--- src/shared/spm_pkg.sv ---
package spm_pkg;

  // Clock and link timing
  localparam int CLK_PERIOD_NS = 25;
  localparam int SCK_HALF_NS = 100;
  localparam int SCK_HALF_CYC =
    (SCK_HALF_NS + CLK_PERIOD_NS - 1) / CLK_PERIOD_NS;

  // Byte framing
  localparam int BYTE_W = 8;
  localparam int BYTE_MSB = BYTE_W - 1;
  localparam int BIT_CNT_W = 3;
  localparam logic [BIT_CNT_W-1:0] BIT_LAST = 3'h7;
  localparam logic [BIT_CNT_W-1:0] BIT_FIRST = 3'h0;
  localparam logic [BYTE_W-1:0] BYTE_IDLE = 8'h00;
  localparam int FIFO_DEPTH = 16;

  // Select-mode field encodings and bit positions
  localparam logic [1:0] SEL_3WIRE = 2'h0;
  localparam logic [1:0] SEL_4W_SLAVE = 2'h1;
  localparam int SEL_HIGH_POS = 1;
  localparam int SEL_LEVEL_POS = 0;

  // Master sequencer states
  typedef enum logic [1:0] {
    SPM_IDLE  = 2'b00,
    SPM_LEAD  = 2'b01,
    SPM_TRAIL = 2'b10
  } spm_state_e;

  // Static port configuration
  typedef struct packed {
    logic en;
    logic master;
    logic [1:0] select_mode_field;
  } spm_ctrl_s;

  // Pin levels seen from outside
  typedef struct packed {
    logic sck;
    logic mosi;
    logic miso;
    logic nss;
  } spm_pins_s;

endpackage

--- src/design/spm_port.sv ---
`timescale 1ns/100ps

// Stream buffer between the producer and the shift register
module spm_fifo
  import spm_pkg::*;
#(
  parameter int WIDTH = BYTE_W,
  parameter int DEPTH = FIFO_DEPTH
) (
  input wire logic mclk,
  input wire logic srst,
  input wire logic [WIDTH-1:0] in_data,
  input wire logic in_valid,
  output logic in_ready,
  output logic [WIDTH-1:0] out_data,
  output logic out_valid,
  input wire logic out_ready
);
  localparam int AW = $clog2(DEPTH);

  logic [WIDTH-1:0] mem_q [DEPTH];
  logic [AW:0] wr_q;
  logic [AW:0] rd_q;
  logic full;
  logic empty;
  logic push;
  logic pop;

  // Extra pointer bit tells full from empty
  assign empty = (wr_q == rd_q);
  assign full = (wr_q[AW] != rd_q[AW]) && (wr_q[AW-1:0] == rd_q[AW-1:0]);
  assign in_ready = !full;
  assign out_valid = !empty;
  assign push = in_valid && !full;
  assign pop = out_ready && !empty;
  assign out_data = mem_q[rd_q[AW-1:0]];

  // Storage
  always_ff @(posedge mclk) begin
    if (push) begin
      mem_q[wr_q[AW-1:0]] <= in_data;
    end
  end

  // Pointers
  always_ff @(posedge mclk) begin
    if (srst) begin
      wr_q <= '0;
      rd_q <= '0;
    end else begin
      if (push) begin
        wr_q <= wr_q + 1'b1;
      end
      if (pop) begin
        rd_q <= rd_q + 1'b1;
      end
    end
  end
endmodule

// What this block does
// - MOSI output as master, input as slave
// - Bytes shift most significant bit first
// - Master drives shift register MSB on MOSI
// - MISO input as master, output as slave
// - MISO floats when disabled or unselected
// - Three-wire slave always drives MISO from MSB
// - Serial clock generated only as master
// - Unselected four-wire slave ignores serial clock
// - Mode 00: three-wire, slave always selected
// - Mode 01: select input low selects slave
// - Select falling edge in mode 01 drops master
// - Mode 1x drives select pin at low bit
// - Select pin routed except in three-wire mode
module spm_port
  import spm_pkg::*;
#(
  parameter int HALF_CYC = SCK_HALF_CYC,
  parameter int DEPTH = FIFO_DEPTH
) (
  input wire logic mclk,
  input wire logic srst,
  input wire spm_ctrl_s ctrl,
  input wire logic fault_clear,
  output logic mode_fault,
  output logic nss_routed,
  input wire logic [BYTE_W-1:0] tx_data,
  input wire logic tx_valid,
  output logic tx_ready,
  output logic [BYTE_W-1:0] rx_data,
  output logic rx_valid,
  input wire logic rx_ready,
  output logic rx_overrun,
  input wire spm_pins_s pin_in,
  output spm_pins_s pin_out,
  output spm_pins_s pin_oe
);
  spm_pins_s meta_q;
  spm_pins_s sync_q;
  logic sck_p_q;
  logic nss_p_q;
  logic fault_q;
  spm_state_e state_q;
  logic [$clog2(HALF_CYC+1)-1:0] div_q;
  logic tick;
  logic sck_q;
  logic [BYTE_W-1:0] shreg_q;
  logic [BIT_CNT_W-1:0] bitcnt_q;
  logic in_bit_q;
  logic loaded_q;
  logic master_active;
  logic slave_active;
  logic selected;
  logic sck_rise;
  logic sck_fall;
  logic nss_fall;
  logic m_start;
  logic m_done;
  logic s_done;
  logic s_load;
  logic pop;
  logic [BYTE_W-1:0] fifo_data;
  logic fifo_valid;
  logic [1:0] mode;

  assign mode = ctrl.select_mode_field;

  // Two-flop synchronisers on every pin input
  always_ff @(posedge mclk) begin
    if (srst) begin
      // Select idles high; a low reset value would fake a falling edge
      meta_q <= '{sck: 1'b0, mosi: 1'b0, miso: 1'b0, nss: 1'b1};
      sync_q <= '{sck: 1'b0, mosi: 1'b0, miso: 1'b0, nss: 1'b1};
    end else begin
      meta_q <= pin_in;
      sync_q <= meta_q;
    end
  end

  // Delayed copies for edge detection, read from the second flop only
  always_ff @(posedge mclk) begin
    if (srst) begin
      sck_p_q <= 1'b0;
      nss_p_q <= 1'b1;
    end else begin
      sck_p_q <= sync_q.sck;
      nss_p_q <= sync_q.nss;
    end
  end

  assign sck_rise = sync_q.sck && !sck_p_q;
  assign sck_fall = !sync_q.sck && sck_p_q;
  assign nss_fall = nss_p_q && !sync_q.nss;

  // Roles; a slave set to mode 1x is misconfigured and stays deselected
  assign master_active = ctrl.en && ctrl.master && !fault_q;
  assign slave_active = ctrl.en && !ctrl.master;
  assign selected = slave_active &&
    ((mode == SEL_3WIRE) ||
     (mode == SEL_4W_SLAVE && !sync_q.nss));

  // Another master pulling select low takes the bus from us
  always_ff @(posedge mclk) begin
    if (srst) begin
      fault_q <= 1'b0;
    end else if (ctrl.en && ctrl.master && mode == SEL_4W_SLAVE &&
                 nss_fall) begin
      fault_q <= 1'b1;
    end else if (fault_clear || !ctrl.en) begin
      fault_q <= 1'b0;
    end
  end
  assign mode_fault = fault_q;

  // Half-period divider, runs only during a master byte
  always_ff @(posedge mclk) begin
    if (srst || state_q == SPM_IDLE) begin
      div_q <= '0;
    end else if (tick) begin
      div_q <= '0;
    end else begin
      div_q <= div_q + 1'b1;
    end
  end
  assign tick = (div_q == ($clog2(HALF_CYC+1))'(HALF_CYC - 1));

  assign m_start = master_active && state_q == SPM_IDLE && fifo_valid;
  assign m_done = state_q == SPM_TRAIL && tick && bitcnt_q == BIT_LAST;

  // Master sequencer: clock idles low, data sampled on the rising edge
  always_ff @(posedge mclk) begin
    if (srst || !master_active) begin
      state_q <= SPM_IDLE;
      sck_q <= 1'b0;
    end else begin
      case (state_q)
        SPM_IDLE: begin
          if (m_start) begin
            state_q <= SPM_LEAD;
          end
        end
        SPM_LEAD: begin
          if (tick) begin
            sck_q <= 1'b1;
            state_q <= SPM_TRAIL;
          end
        end
        SPM_TRAIL: begin
          if (tick) begin
            sck_q <= 1'b0;
            state_q <= (bitcnt_q == BIT_LAST) ? SPM_IDLE : SPM_LEAD;
          end
        end
        default: begin
          state_q <= SPM_IDLE;
          sck_q <= 1'b0;
        end
      endcase
    end
  end

  // Slave preloads its reply at a byte boundary; empty buffer sends the register as left, zeros after reset or a slave byte
  assign s_load = selected && bitcnt_q == BIT_FIRST && !loaded_q &&
    fifo_valid;
  assign s_done = selected && sck_fall && bitcnt_q == BIT_LAST;
  assign pop = m_start || s_load;

  always_ff @(posedge mclk) begin
    if (srst || !selected || s_done) begin
      loaded_q <= 1'b0;
    end else if (s_load) begin
      loaded_q <= 1'b1;
    end
  end

  // Shift register and bit counter shared by both roles
  always_ff @(posedge mclk) begin
    if (srst) begin
      shreg_q <= BYTE_IDLE;
      bitcnt_q <= BIT_FIRST;
      in_bit_q <= 1'b0;
    end else if (master_active) begin
      if (m_start) begin
        shreg_q <= fifo_data;
        bitcnt_q <= BIT_FIRST;
      end else if (state_q == SPM_LEAD && tick) begin
        in_bit_q <= sync_q.miso;
      end else if (state_q == SPM_TRAIL && tick) begin
        shreg_q <= {shreg_q[BYTE_MSB-1:0], in_bit_q};
        bitcnt_q <= bitcnt_q + 1'b1;
      end
    end else if (!selected) begin
      bitcnt_q <= BIT_FIRST;
    end else if (s_load) begin
      shreg_q <= fifo_data;
    end else if (sck_rise) begin
      in_bit_q <= sync_q.mosi;
    end else if (sck_fall) begin
      shreg_q <= s_done ? BYTE_IDLE :
        {shreg_q[BYTE_MSB-1:0], in_bit_q};
      bitcnt_q <= bitcnt_q + 1'b1;
    end
  end

  // Received byte holding register; an unread byte is overwritten
  always_ff @(posedge mclk) begin
    if (srst) begin
      rx_data <= BYTE_IDLE;
      rx_valid <= 1'b0;
      rx_overrun <= 1'b0;
    end else begin
      if (m_done || s_done) begin
        rx_data <= {shreg_q[BYTE_MSB-1:0], in_bit_q};
        rx_valid <= 1'b1;
        rx_overrun <= rx_overrun || (rx_valid && !rx_ready);
      end else if (rx_ready) begin
        rx_valid <= 1'b0;
      end
      if (fault_clear && !(m_done || s_done)) begin
        rx_overrun <= 1'b0;
      end
    end
  end

  spm_fifo #(
    .WIDTH(BYTE_W),
    .DEPTH(DEPTH)
  ) u_tx_fifo (
    .mclk(mclk),
    .srst(srst),
    .in_data(tx_data),
    .in_valid(tx_valid),
    .in_ready(tx_ready),
    .out_data(fifo_data),
    .out_valid(fifo_valid),
    .out_ready(pop)
  );

  // Pin drive
  assign pin_out.mosi = shreg_q[BYTE_MSB];
  assign pin_oe.mosi = master_active;
  assign pin_out.miso = shreg_q[BYTE_MSB];
  assign pin_oe.miso = selected;
  assign pin_out.sck = sck_q;
  assign pin_oe.sck = master_active;
  assign pin_out.nss = mode[SEL_LEVEL_POS];
  assign pin_oe.nss = ctrl.en && mode[SEL_HIGH_POS];
  assign nss_routed = (mode != SEL_3WIRE);
endmodule

--- config.mk ---
export PLATFORM = sky130hd
export DESIGN_NAME = spm_port
export DESIGN_NICKNAME = d
export VERILOG_FILES = /design/src/shared/spm_pkg.sv /design/src/design/spm_port.sv
export SDC_FILE = /design/constraint.sdc
export NUM_CORES = 1
export LEC_CHECK = 0
export ABC_AREA = 0
export BUFFER_PORTS_ARGS = -buffer_cell sky130_fd_sc_hd__buf_4
export CORE_UTILIZATION = 60
export CTS_BUF_LIST = sky130_fd_sc_hd__clkbuf_8
export CTS_CLUSTER_DIAMETER = 60
export DETAILED_ROUTE_END_ITERATION = 12
export PLACE_DENSITY_LB_ADDON = 0.1
export SLEW_MARGIN = 10
export SYNTH_ARGS = -nofsm -noshare
export SYNTH_HDL_FRONTEND = slang
export SYNTH_SLANG_ARGS = --single-unit
export TNS_END_PERCENT = 100
--- constraint.sdc ---
create_clock -name mclk -period 3.25 [get_ports mclk]
set_input_delay 0 -clock mclk [delete_from_list [all_inputs] [get_ports mclk]]
set_output_delay 0 -clock mclk [all_outputs]
set_load 0.02 [all_outputs]
==> out/results.tsv, run 1 <==
metric	value	unit
TritonCTS clock tree	done	
Num Clock Sinks	182	
Synth top area share	0.520	
ranking of synthesized cells by area	edfxtp_1 52%, dfxtp_1 15%, mux4_2 9.7%, nor2_1 1.9%, a22oi_1 1.7%	
Ports	42	
Netlist cell types	49	
total CTS buffers	17	
die footprint	12800	sq um
row count	40	
synth cell count leaders	128 x edfxtp_1, 54 x dfxtp_1, 38 x nor2_1, 32 x mux4_2, 27 x nand2_1	
Post-synth EDFFs	128	
first-pass GRT wire length	23300	microns
Layout area overhead	13.1	%
Mapped Nets	529	
Die H	113	microns
async set-reset flop share out of synthesis	0	
Worst EP required	3.35	ns
vias in the first global route	4320	
Lkg Pwr	2.86	nW
Via density	6.03	
post-synthesis adder-cell area fraction	0.0169	
Bufs and invs on worst path	0	
register area share after synthesis	0.666	
total congestion overflow	0	
XOR/XNOR Fraction of Synth Area	0.0129	
CP Data Arrival Time	2.77	ns
fraction of layout cells with a size suffix above 1	0.221	
Worst slew margin	0.494	
Synth Area in Simple Gates	0.0836	
crit path max fanout	10	
root buffer cell	clkbuf_8	
post-route ant nets	0	
initial drt markers	339	
Total GRT Usage	0.251	
clock slew at reported path FFs	0.09	ns
crit path cell chain	xnor2_1 -> and4_1 -> a21boi_1 -> nand2_1 -> nor2_1	
critical path's top delay family	simple AND/OR/NAND/NOR gates	
pre-CTS setup slack	0.628	ns
Max Cap Viol	0	
Synthesis Warnings	0	
die extent in x	113	microns
WL per Instance	20.2	microns
Seq cells post-synth	182	
Mapped Cells	498	
Synth area leader	edfxtp_1	
First-pass DRT Iterations	5	
n_diodes	0	
Synth Flop Type	edfxtp_1	
post-CTS setup buffers	0	
H-tree depth	4	
Largest stage delay, worst path	0.62	ns
Detailed Route WL	14500	microns
Final Hold Viols	0	
Starting Density	0.616	
mux contribution to synthesized area	0.113	
FMAX	0.375	GHz
final critical-path share of the clock period	0.820	
main combinational cell family by area after synthesis	multiplexers	
category of the most critical setup path	reg2reg	
Placer Congestion	0.830	
count leader, synth	edfxtp_1	
Final setup viols	0	
Syn Area/Cell	14.8	sq um
post-route minimum period	2.67	ns
vias	4320	
Crit-path slowest cell	nor2_1	
DRC errors left	0	
compound-cell area share of the yosys netlist	0.0755	
Worst Hold Class	in2out	
nets	588	
Cell Pwr Density	524	nW/um^2
Tightest Pin Transition	0.757	ns
status	completed	
kind of end point of the critical path	register	
clock latency on the worst-skew pair	0.47	ns
Max VDD drop	0.000383	V
Max Root-Sink Buffers	2	
RSZ-0062 raised after global routing	false	
Slew Limit Fails	0	
Setup TNS Final	0	ns
Cell Area, Synth	7390	sq um
antenna violations before repair	0	
Worst Setup Slack, final	0.585	ns
startpoint types	register	
hpwl dp	9550	microns
core area	12000	sq um
pin count of the biggest net entering global routing	45	
port buffer count	41	
Final Skew	0.0139	ns
## logic make-up (layout without fill, tap and decap cells)
group,after synthesis,count (layout)
xor gates and xnor gates,10,10
AOI/OAI and AO/OA,79,79
adders and majority gates,10,10
buffers and inverters,48,120
muxes,43,43
DFF,182,182
and+or+nand+nor,126,126
## area by class of cell
| type | count | area, sq um |
|---|---|---|
| clock inverter | 15 | 129 |
| tap | 147 | 184 |
| sequential | 182 | 4930 |
| multi-input combinational | 268 | 2230 |
| timing repair buffer | 73 | 606 |
| clock buffer | 17 | 234 |
| inverter | 15 | 56.3 |
| fill | 801 | 3650 |
## where the power goes
part	total (mW)	leakage, nW	internal, mW	switching (mW)
clock	1.42	0.186	0.610	0.815
combinational	0.386	1.08	0.180	0.206
sequential	2.57	1.60	2.52	0.0450
total	4.38	2.86	3.31	1.07
## path summary, 6_finish.rpt
path                      from                endpoint  slack (ns)  cells past startpoint
min                    ctrl[0]              pin_out[0]        0.23                      2
max reg2reg  u_tx_fifo.wr_q[2]  u_tx_fifo.mem_q[14][4]        0.58                      5
max          u_tx_fifo.wr_q[2]  u_tx_fifo.mem_q[14][4]        0.58                      5
min reg2reg          meta_q[0]               sync_q[0]        0.42                      1
## timing repair
action / 4_1_cts / 5_1_grt
endpoints found under the hold margin: 161 / 0
hold buffers: 23 / 0
gates resized for setup: 0 / 0
## layout by cell type (no fill, tap or decap), types with 8 or more instances in the layout
cell	synthesis	routed
nor2b_1	12	12
ha_1	10	10
o31ai_1	8	8
a31oi_1	11	11
nand3_1	12	12
buf_4	9	50
nand2_1	27	27
dlygate4sd3_1	0	23
edfxtp_1	128	128
clkbuf_8	0	17
inv_1	15	16
a21oi_1	17	17
nor2_1	38	38
mux2i_1	9	9
mux4_2	32	32
o21ai_0	8	8
dfxtp_1	54	53
a22oi_1	17	17
## per-stage QoR
| step | cells | instance area (sq um) | power (mW) | hold slack, ns | utilization |
|---|---|---|---|---|---|
| floorplan | 498 | 7390 | 2.88 | 0.0989 | - |
| global placement | 662 | 7770 | 2.98 | 0.184 | 0.647 |
| detailed placement | 662 | 7770 | 2.99 | 0.188 | 0.647 |
| CTS | 717 | 8360 | 4.40 | 0.222 | 0.696 |
| global route | 717 | 8360 | 4.53 | 0.242 | 0.696 |
| finish | 717 | 8360 | 4.38 | 0.234 | 0.696 |
## layer usage
| layer | vias to the layer above | track usage | share of wire |
|---|---|---|---|
| met3 | 20 | 0.0520 | 0.041 |
| met2 | 113 | 0.407 | 0.49 |
| met5 | - | 0 | 0 |
| met1 | 2179 | 0.337 | 0.44 |
| met4 | 0 | 0.104 | 0.022 |
| li1 | 2008 | - | - |
## registers in the layout (all words and copies together) (netlist names), named ones only
signal	flops
u_tx_fifo.mem_q	128
in_bit_q	1
rx_data	8
sck_p_q	1
bitcnt_q	3
rx_overrun	1
u_tx_fifo.wr_q	5
rx_valid	1
loaded_q	1
meta_q	4
shreg_q	8
sck_q	1
mode_fault	1
div_q	3
state_q	2
u_tx_fifo.rd_q	5
nss_p_q	1
sync_q	4
Power figures use the tool's default switching activity.
==> run 2, diff against run 1 <==
==> constraint.sdc (replaced) <==
create_clock -name mclk -period 2.7 [get_ports mclk]
set_input_delay 0 -clock mclk [delete_from_list [all_inputs] [get_ports mclk]]
set_output_delay 0 -clock mclk [all_outputs]
set_load 0.02 [all_outputs]
==> run 2 against run 1 <==
  * Sequential share of layout area is 0.57 points lower
  * Non-clock buffer count is 11 higher
  * Critical path depth is 2 higher
  * Critical endpoint is now bitcnt_q[0]
  * Sequential power is 20% higher
  * Flip-flop and latch count stayed put
==> out/results.tsv, run 2 (synthesis results as in run 1) <==
metric	value	unit	change
Tightest Pin Transition	0.743	ns	-0.0139 ns
Via density	5.98		-0.69%
Num Clock Sinks	182		unchanged
register area	4930	sq um	unchanged
root buffer cell	clkbuf_8		
Max Root-Sink Buffers	2		unchanged
Detailed Route WL	14200	microns	-2.0%
vias	4356		+0.83%
row count	40		unchanged
H-tree depth	4		unchanged
Total GRT Usage	0.240		-0.0114
Max VDD drop	0.000470	V	+23%
category of the most critical setup path	reg2reg		
Die H	113	microns	unchanged
final critical-path share of the clock period	0.909		+0.0892
first-pass GRT wire length	22100	microns	-5.2%
startpoint types	register		
die footprint	12800	sq um	unchanged
total congestion overflow	0		unchanged
hpwl dp	9470	microns	-0.86%
FMAX	0.407	GHz	+8.6%
port buffer count	41		unchanged
most common cell after layout, fill and taps aside	edfxtp_1		
die extent in x	113	microns	unchanged
Final Skew	0.00866	ns	-0.00525 ns
clock latency on the worst-skew pair	0.45	ns	-0.02 ns
Placer Congestion	0.833		+0.47%
max reg flops	128		unchanged
Worst EP required	3.10	ns	-0.25 ns
status	completed		
post-route minimum period	2.46	ns	-0.210 ns
nets	599		+1.9%
FF-to-FF setup slack	0.24	ns	-0.34 ns
DRC errors left	0		unchanged
fraction of layout cells with a size suffix above 1	0.231		+0.00958
core area	12000	sq um	unchanged
Worst slew margin	0.503		+0.00929
vias in the first global route	4260		-1.4%
n_diodes	0		unchanged
Lkg Pwr	2.93	nW	+2.4%
crit path max fanout	5		-5
Setup TNS Final	0	ns	unchanged
First-pass DRT Iterations	4		-1
Worst Hold Class	in2reg		
CP Data Arrival Time	2.86	ns	+0.09 ns
fillcell total	823		+2.7%
Ports	42		unchanged
Final Hold Viols	0		unchanged
pin count of the biggest net entering global routing	44		-2.2%
antenna violations before repair	0		unchanged
total CTS buffers	17		unchanged
post-route ant nets	0		unchanged
WHS	0.209	ns	-0.0244 ns
WL per Instance	19.5	microns	-3.5%
Layout area overhead	14.2	%	
Final setup viols	0		unchanged
Slew Limit Fails	0		unchanged
TritonCTS clock tree	done		
Starting Density	0.616		unchanged
RSZ-0062 raised after global routing	false		
initial drt markers	387		+14%
Cell Pwr Density	619	nW/um^2	+18%
Max Cap Viol	0		unchanged
commonest cells after routing, fill and taps aside	128 x edfxtp_1, 63 x buf_4, 53 x dfxtp_1		
clock slew at reported path FFs	0.09	ns	about the same
kind of end point of the critical path	register		
Multi-input gate area	2230	sq um	unchanged
CTS resizes	0		unchanged
-- run 2: area by class of cell --
class                      instances  share of cell area
sequential                       182               0.583
multi-input combinational        268               0.264
timing repair buffer              84              0.0821
clock buffer                      17              0.0277
tap                              147              0.0218
clock inverter                    15              0.0145
inverter                          15             0.00667
-- run 2: repair_timing --
item                                    4_1_cts  5_1_grt
hold buffers                                 20        0
buffers inserted                              0        0
hold endpoints to repair                    145        0
endpoints found under the setup margin        0        0
-- run 2: metrics by stage --
step	util	area, sq um	setup WS (ns)	power (mW)	instances
after floorplan	-	7390	0.339	3.46	498
after global placement	0.657	7890	0.494	3.60	676
after detailed placement	0.657	7890	0.370	3.60	676
after CTS	0.703	8450	0.241	5.26	728
after global routing	0.703	8450	0.0493	5.42	728
final	0.703	8450	0.245	5.23	728
-- run 2: critical path: stages, from the launching register on --
cell and delay [ns]:
dfxtp_1 0.33, a211oi_2 0.38, dlygate4sd3_1 0.62, nand2_1 0.10
inv_1 0.15, o21ai_0 0.12, nor4_1 0.49, a22o_1 0.22
-- run 2: routing by layer --
| layer | track usage | routed length (microns) | part of all wire | up-vias |
|---|---|---|---|---|
| li1 | - | - | - | 2035 |
| met1 | 0.310 | 6160 | 0.43 | 2144 |
| met2 | 0.401 | 7050 | 0.50 | 155 |
| met3 | 0.0482 | 694 | 0.049 | 22 |
| met4 | 0.100 | 318 | 0.022 | 0 |
| met5 | 0 | 0 | 0 | - |
-- run 2: power breakdown --
part / total [mW] / switching, mW / internal [mW]
combinational: 0.467 / 0.245 / 0.221
clock: 1.67 / 0.876 / 0.792
sequential: 3.09 / 0.0557 / 3.04
-- run 2: path summary, 6_finish.rpt --
| check | start | cells after the start | endpoint |
|---|---|---|---|
| min | ctrl[1] | 6 | u_tx_fifo.rd_q[1] |
| max reg2reg | sync_q[0] | 7 | bitcnt_q[0] |
| min reg2reg | meta_q[0] | 1 | sync_q[0] |
| max | sync_q[0] | 7 | bitcnt_q[0] |
==> run 3, diff against run 2 <==
--- a/config.mk
+++ b/config.mk
@@ -7,6 +7,7 @@
 export LEC_CHECK = 0
 export ABC_AREA = 0
 export BUFFER_PORTS_ARGS = -buffer_cell sky130_fd_sc_hd__buf_4
+export CORE_ASPECT_RATIO = 1.4
 export CORE_UTILIZATION = 60
 export CTS_BUF_LIST = sky130_fd_sc_hd__clkbuf_8
 export CTS_CLUSTER_DIAMETER = 60
==> constraint.sdc (replaced) <==
create_clock -name mclk -period 2.3 [get_ports mclk]
set_input_delay 0 -clock mclk [delete_from_list [all_inputs] [get_ports mclk]]
set_output_delay 0 -clock mclk [all_outputs]
set_load 0.02 [all_outputs]
==> run 3 against run 2 <==
  * Sequential share of layout area decreased by 1.1 points
  * Clock power increased by 32%
  * Largest power group unchanged
  * Via count increased by 0.34%
  * Highest routed layer unchanged
==> out/results.tsv, run 3 (synthesis results as in run 1) <==
metric	value	unit	change
Starting Density	0.619		+0.00381
crit path from	div_q[0]		
Placer Congestion	0.849		+1.9%
fillcell total	791		-3.9%
worst r2r src	div_q[0]		
core area	11900	sq um	-0.61%
n_diodes	0		unchanged
DRC errors left	0		unchanged
Max VDD drop	0.000573	V	+22%
Total GRT Usage	0.249		+0.00914
first-pass GRT wire length	22600	microns	+2.5%
First-pass DRT Iterations	5		+1
RSZ-0062 raised after global routing	false		
pin count of the biggest net entering global routing	44		unchanged
port buffer count	41		unchanged
die extent in x	95.8	microns	-15%
final critical-path share of the clock period	0.921		+0.0121
fraction of layout cells with a size suffix above 1	0.256		+0.0253
total congestion overflow	0		unchanged
Layout Utilization	0.722		+0.0185
Max Cap Viol	0		unchanged
final cell count without fillers	741		+1.8%
FF-to-FF setup slack	0.18	ns	-0.06 ns
total CTS buffers	17		unchanged
nets	612		+2.2%
die footprint	12800	sq um	about the same
capture point of the worst reg-to-reg path	rx_overrun		
FMAX	0.472	GHz	+16%
Final Skew	0.00901	ns	+0.000352 ns
root buffer cell	clkbuf_8		
row count	47		+18%
vias	4371		+0.34%
clock latency on the worst-skew pair	0.46	ns	about the same
CP Data Arrival Time	2.47	ns	-0.39 ns
category of the most critical setup path	reg2reg		
status	completed		
Critical Path End	rx_overrun		
Worst Hold Class	in2out		
post-route ant nets	0		unchanged
hpwl dp	10200	microns	+7.9%
startpoint types	register		
Layout area overhead	16.5	%	
Reg2Reg Depth	9		+2
Ports	42		unchanged
Tightest Pin Transition	0.638	ns	-0.105 ns
vias in the first global route	4350		+2.1%
TritonCTS clock tree	done		
initial drt markers	254		-34%
Cell Pwr Density	743	nW/um^2	+20%
H-tree depth	4		unchanged
Detailed Route WL	14700	microns	+3.2%
Worst EP required	2.65	ns	-0.45 ns
Via density	5.90		-1.4%
Max Root-Sink Buffers	2		unchanged
most common cell after layout, fill and taps aside	edfxtp_1		
kind of end point of the critical path	register		
Hold Path Origin	ctrl[0]		
Worst slew margin	0.571		+0.0679
Final setup viols	0		unchanged
Final Hold Viols	0		unchanged
commonest cells after routing, fill and taps aside	128 x edfxtp_1, 74 x buf_4, 53 x dfxtp_1		
Die H	133	microns	+18%
crit path max fanout	7		+2
WL per Instance	19.8	microns	+1.4%
post-route minimum period	2.12	ns	-0.336 ns
Num Clock Sinks	182		unchanged
Placed Instances	684		+1.2%
Slew Limit Fails	0		unchanged
Lkg Pwr	3.01	nW	+2.8%
max reg flops	128		unchanged
antenna violations before repair	0		unchanged
clock slew at reported path FFs	0.09	ns	about the same
## run 3: worst min path at each step
| stage | end | depth (start not counted) | slack [ns] |
|---|---|---|---|
| finish | pin_out[0] | 2 | 0.23 |
| global route | pin_out[0] | 2 | 0.25 |
| CTS | u_tx_fifo.rd_q[4] | 6 | 0.21 |
| detailed placement | meta_q[0] | 2 | 0.19 |
| global placement | meta_q[0] | 2 | 0.19 |
| floorplan | u_tx_fifo.mem_q[0][0] | 0 | 0.1 |
## run 3: critical path, stage by stage, from the launching register on
cell           delay [ns]
dfxtp_1              0.33
ha_1                 0.19
ha_2                 0.20
and3b_1              0.21
a31oi_1              0.14
nor2b_1              0.07
buf_6                0.13
o21ai_1              0.11
a21oi_1              0.06
dlygate4sd3_1        0.56
## run 3: power breakdown
group / leakage [nW] / internal [mW] / total [mW] / switching (mW)
sequential: 1.60 / 3.57 / 3.61 / 0.0434
combinational: 1.21 / 0.272 / 0.587 / 0.315
clock: 0.207 / 1.08 / 2.21 / 1.12
total: 3.01 / 4.92 / 6.40 / 1.48
## run 3: final cells by class
cell class	count	area [sq um]	share of cell area
repair buffers	97	807	0.0937
multi-input cells	268	2230	0.259
clock buffers	17	234	0.0272
inverters	15	56.3	0.00654
well taps	147	184	0.0214
flip-flops and latches	182	4930	0.572
clock inverters	15	175	0.0203
## run 3: layer usage
metal	GRT usage	vias up	wire length, microns
met5	0	-	0
li1	-	2056	-
met4	0.100	0	354
met2	0.444	121	8090
met3	0.0537	25	535
met1	0.286	2169	5700
## run 3: repair_timing
action                                  in CTS  in global routing
endpoints found under the setup margin       0                  1
resized for setup                            0                  3
hold buffers                                20                  0
setup buffers                                0                  5
hold endpoints to repair                   142                  0
## run 3: stage by stage
stage	total power, mW	worst slack, ns	cell area (sq um)	hold WS, ns	TNS [ns]
2_1_floorplan	4.06	-0.0611	7390	0.0989	-1.45
3_3_place_gp	4.23	0.324	7960	0.185	0
3_5_place_dp	4.25	0.243	7960	0.188	0
4_1_cts	6.44	0.0107	8570	0.215	0
5_1_grt	6.62	0.0260	8610	0.250	0
6_report	6.40	0.181	8610	0.232	0
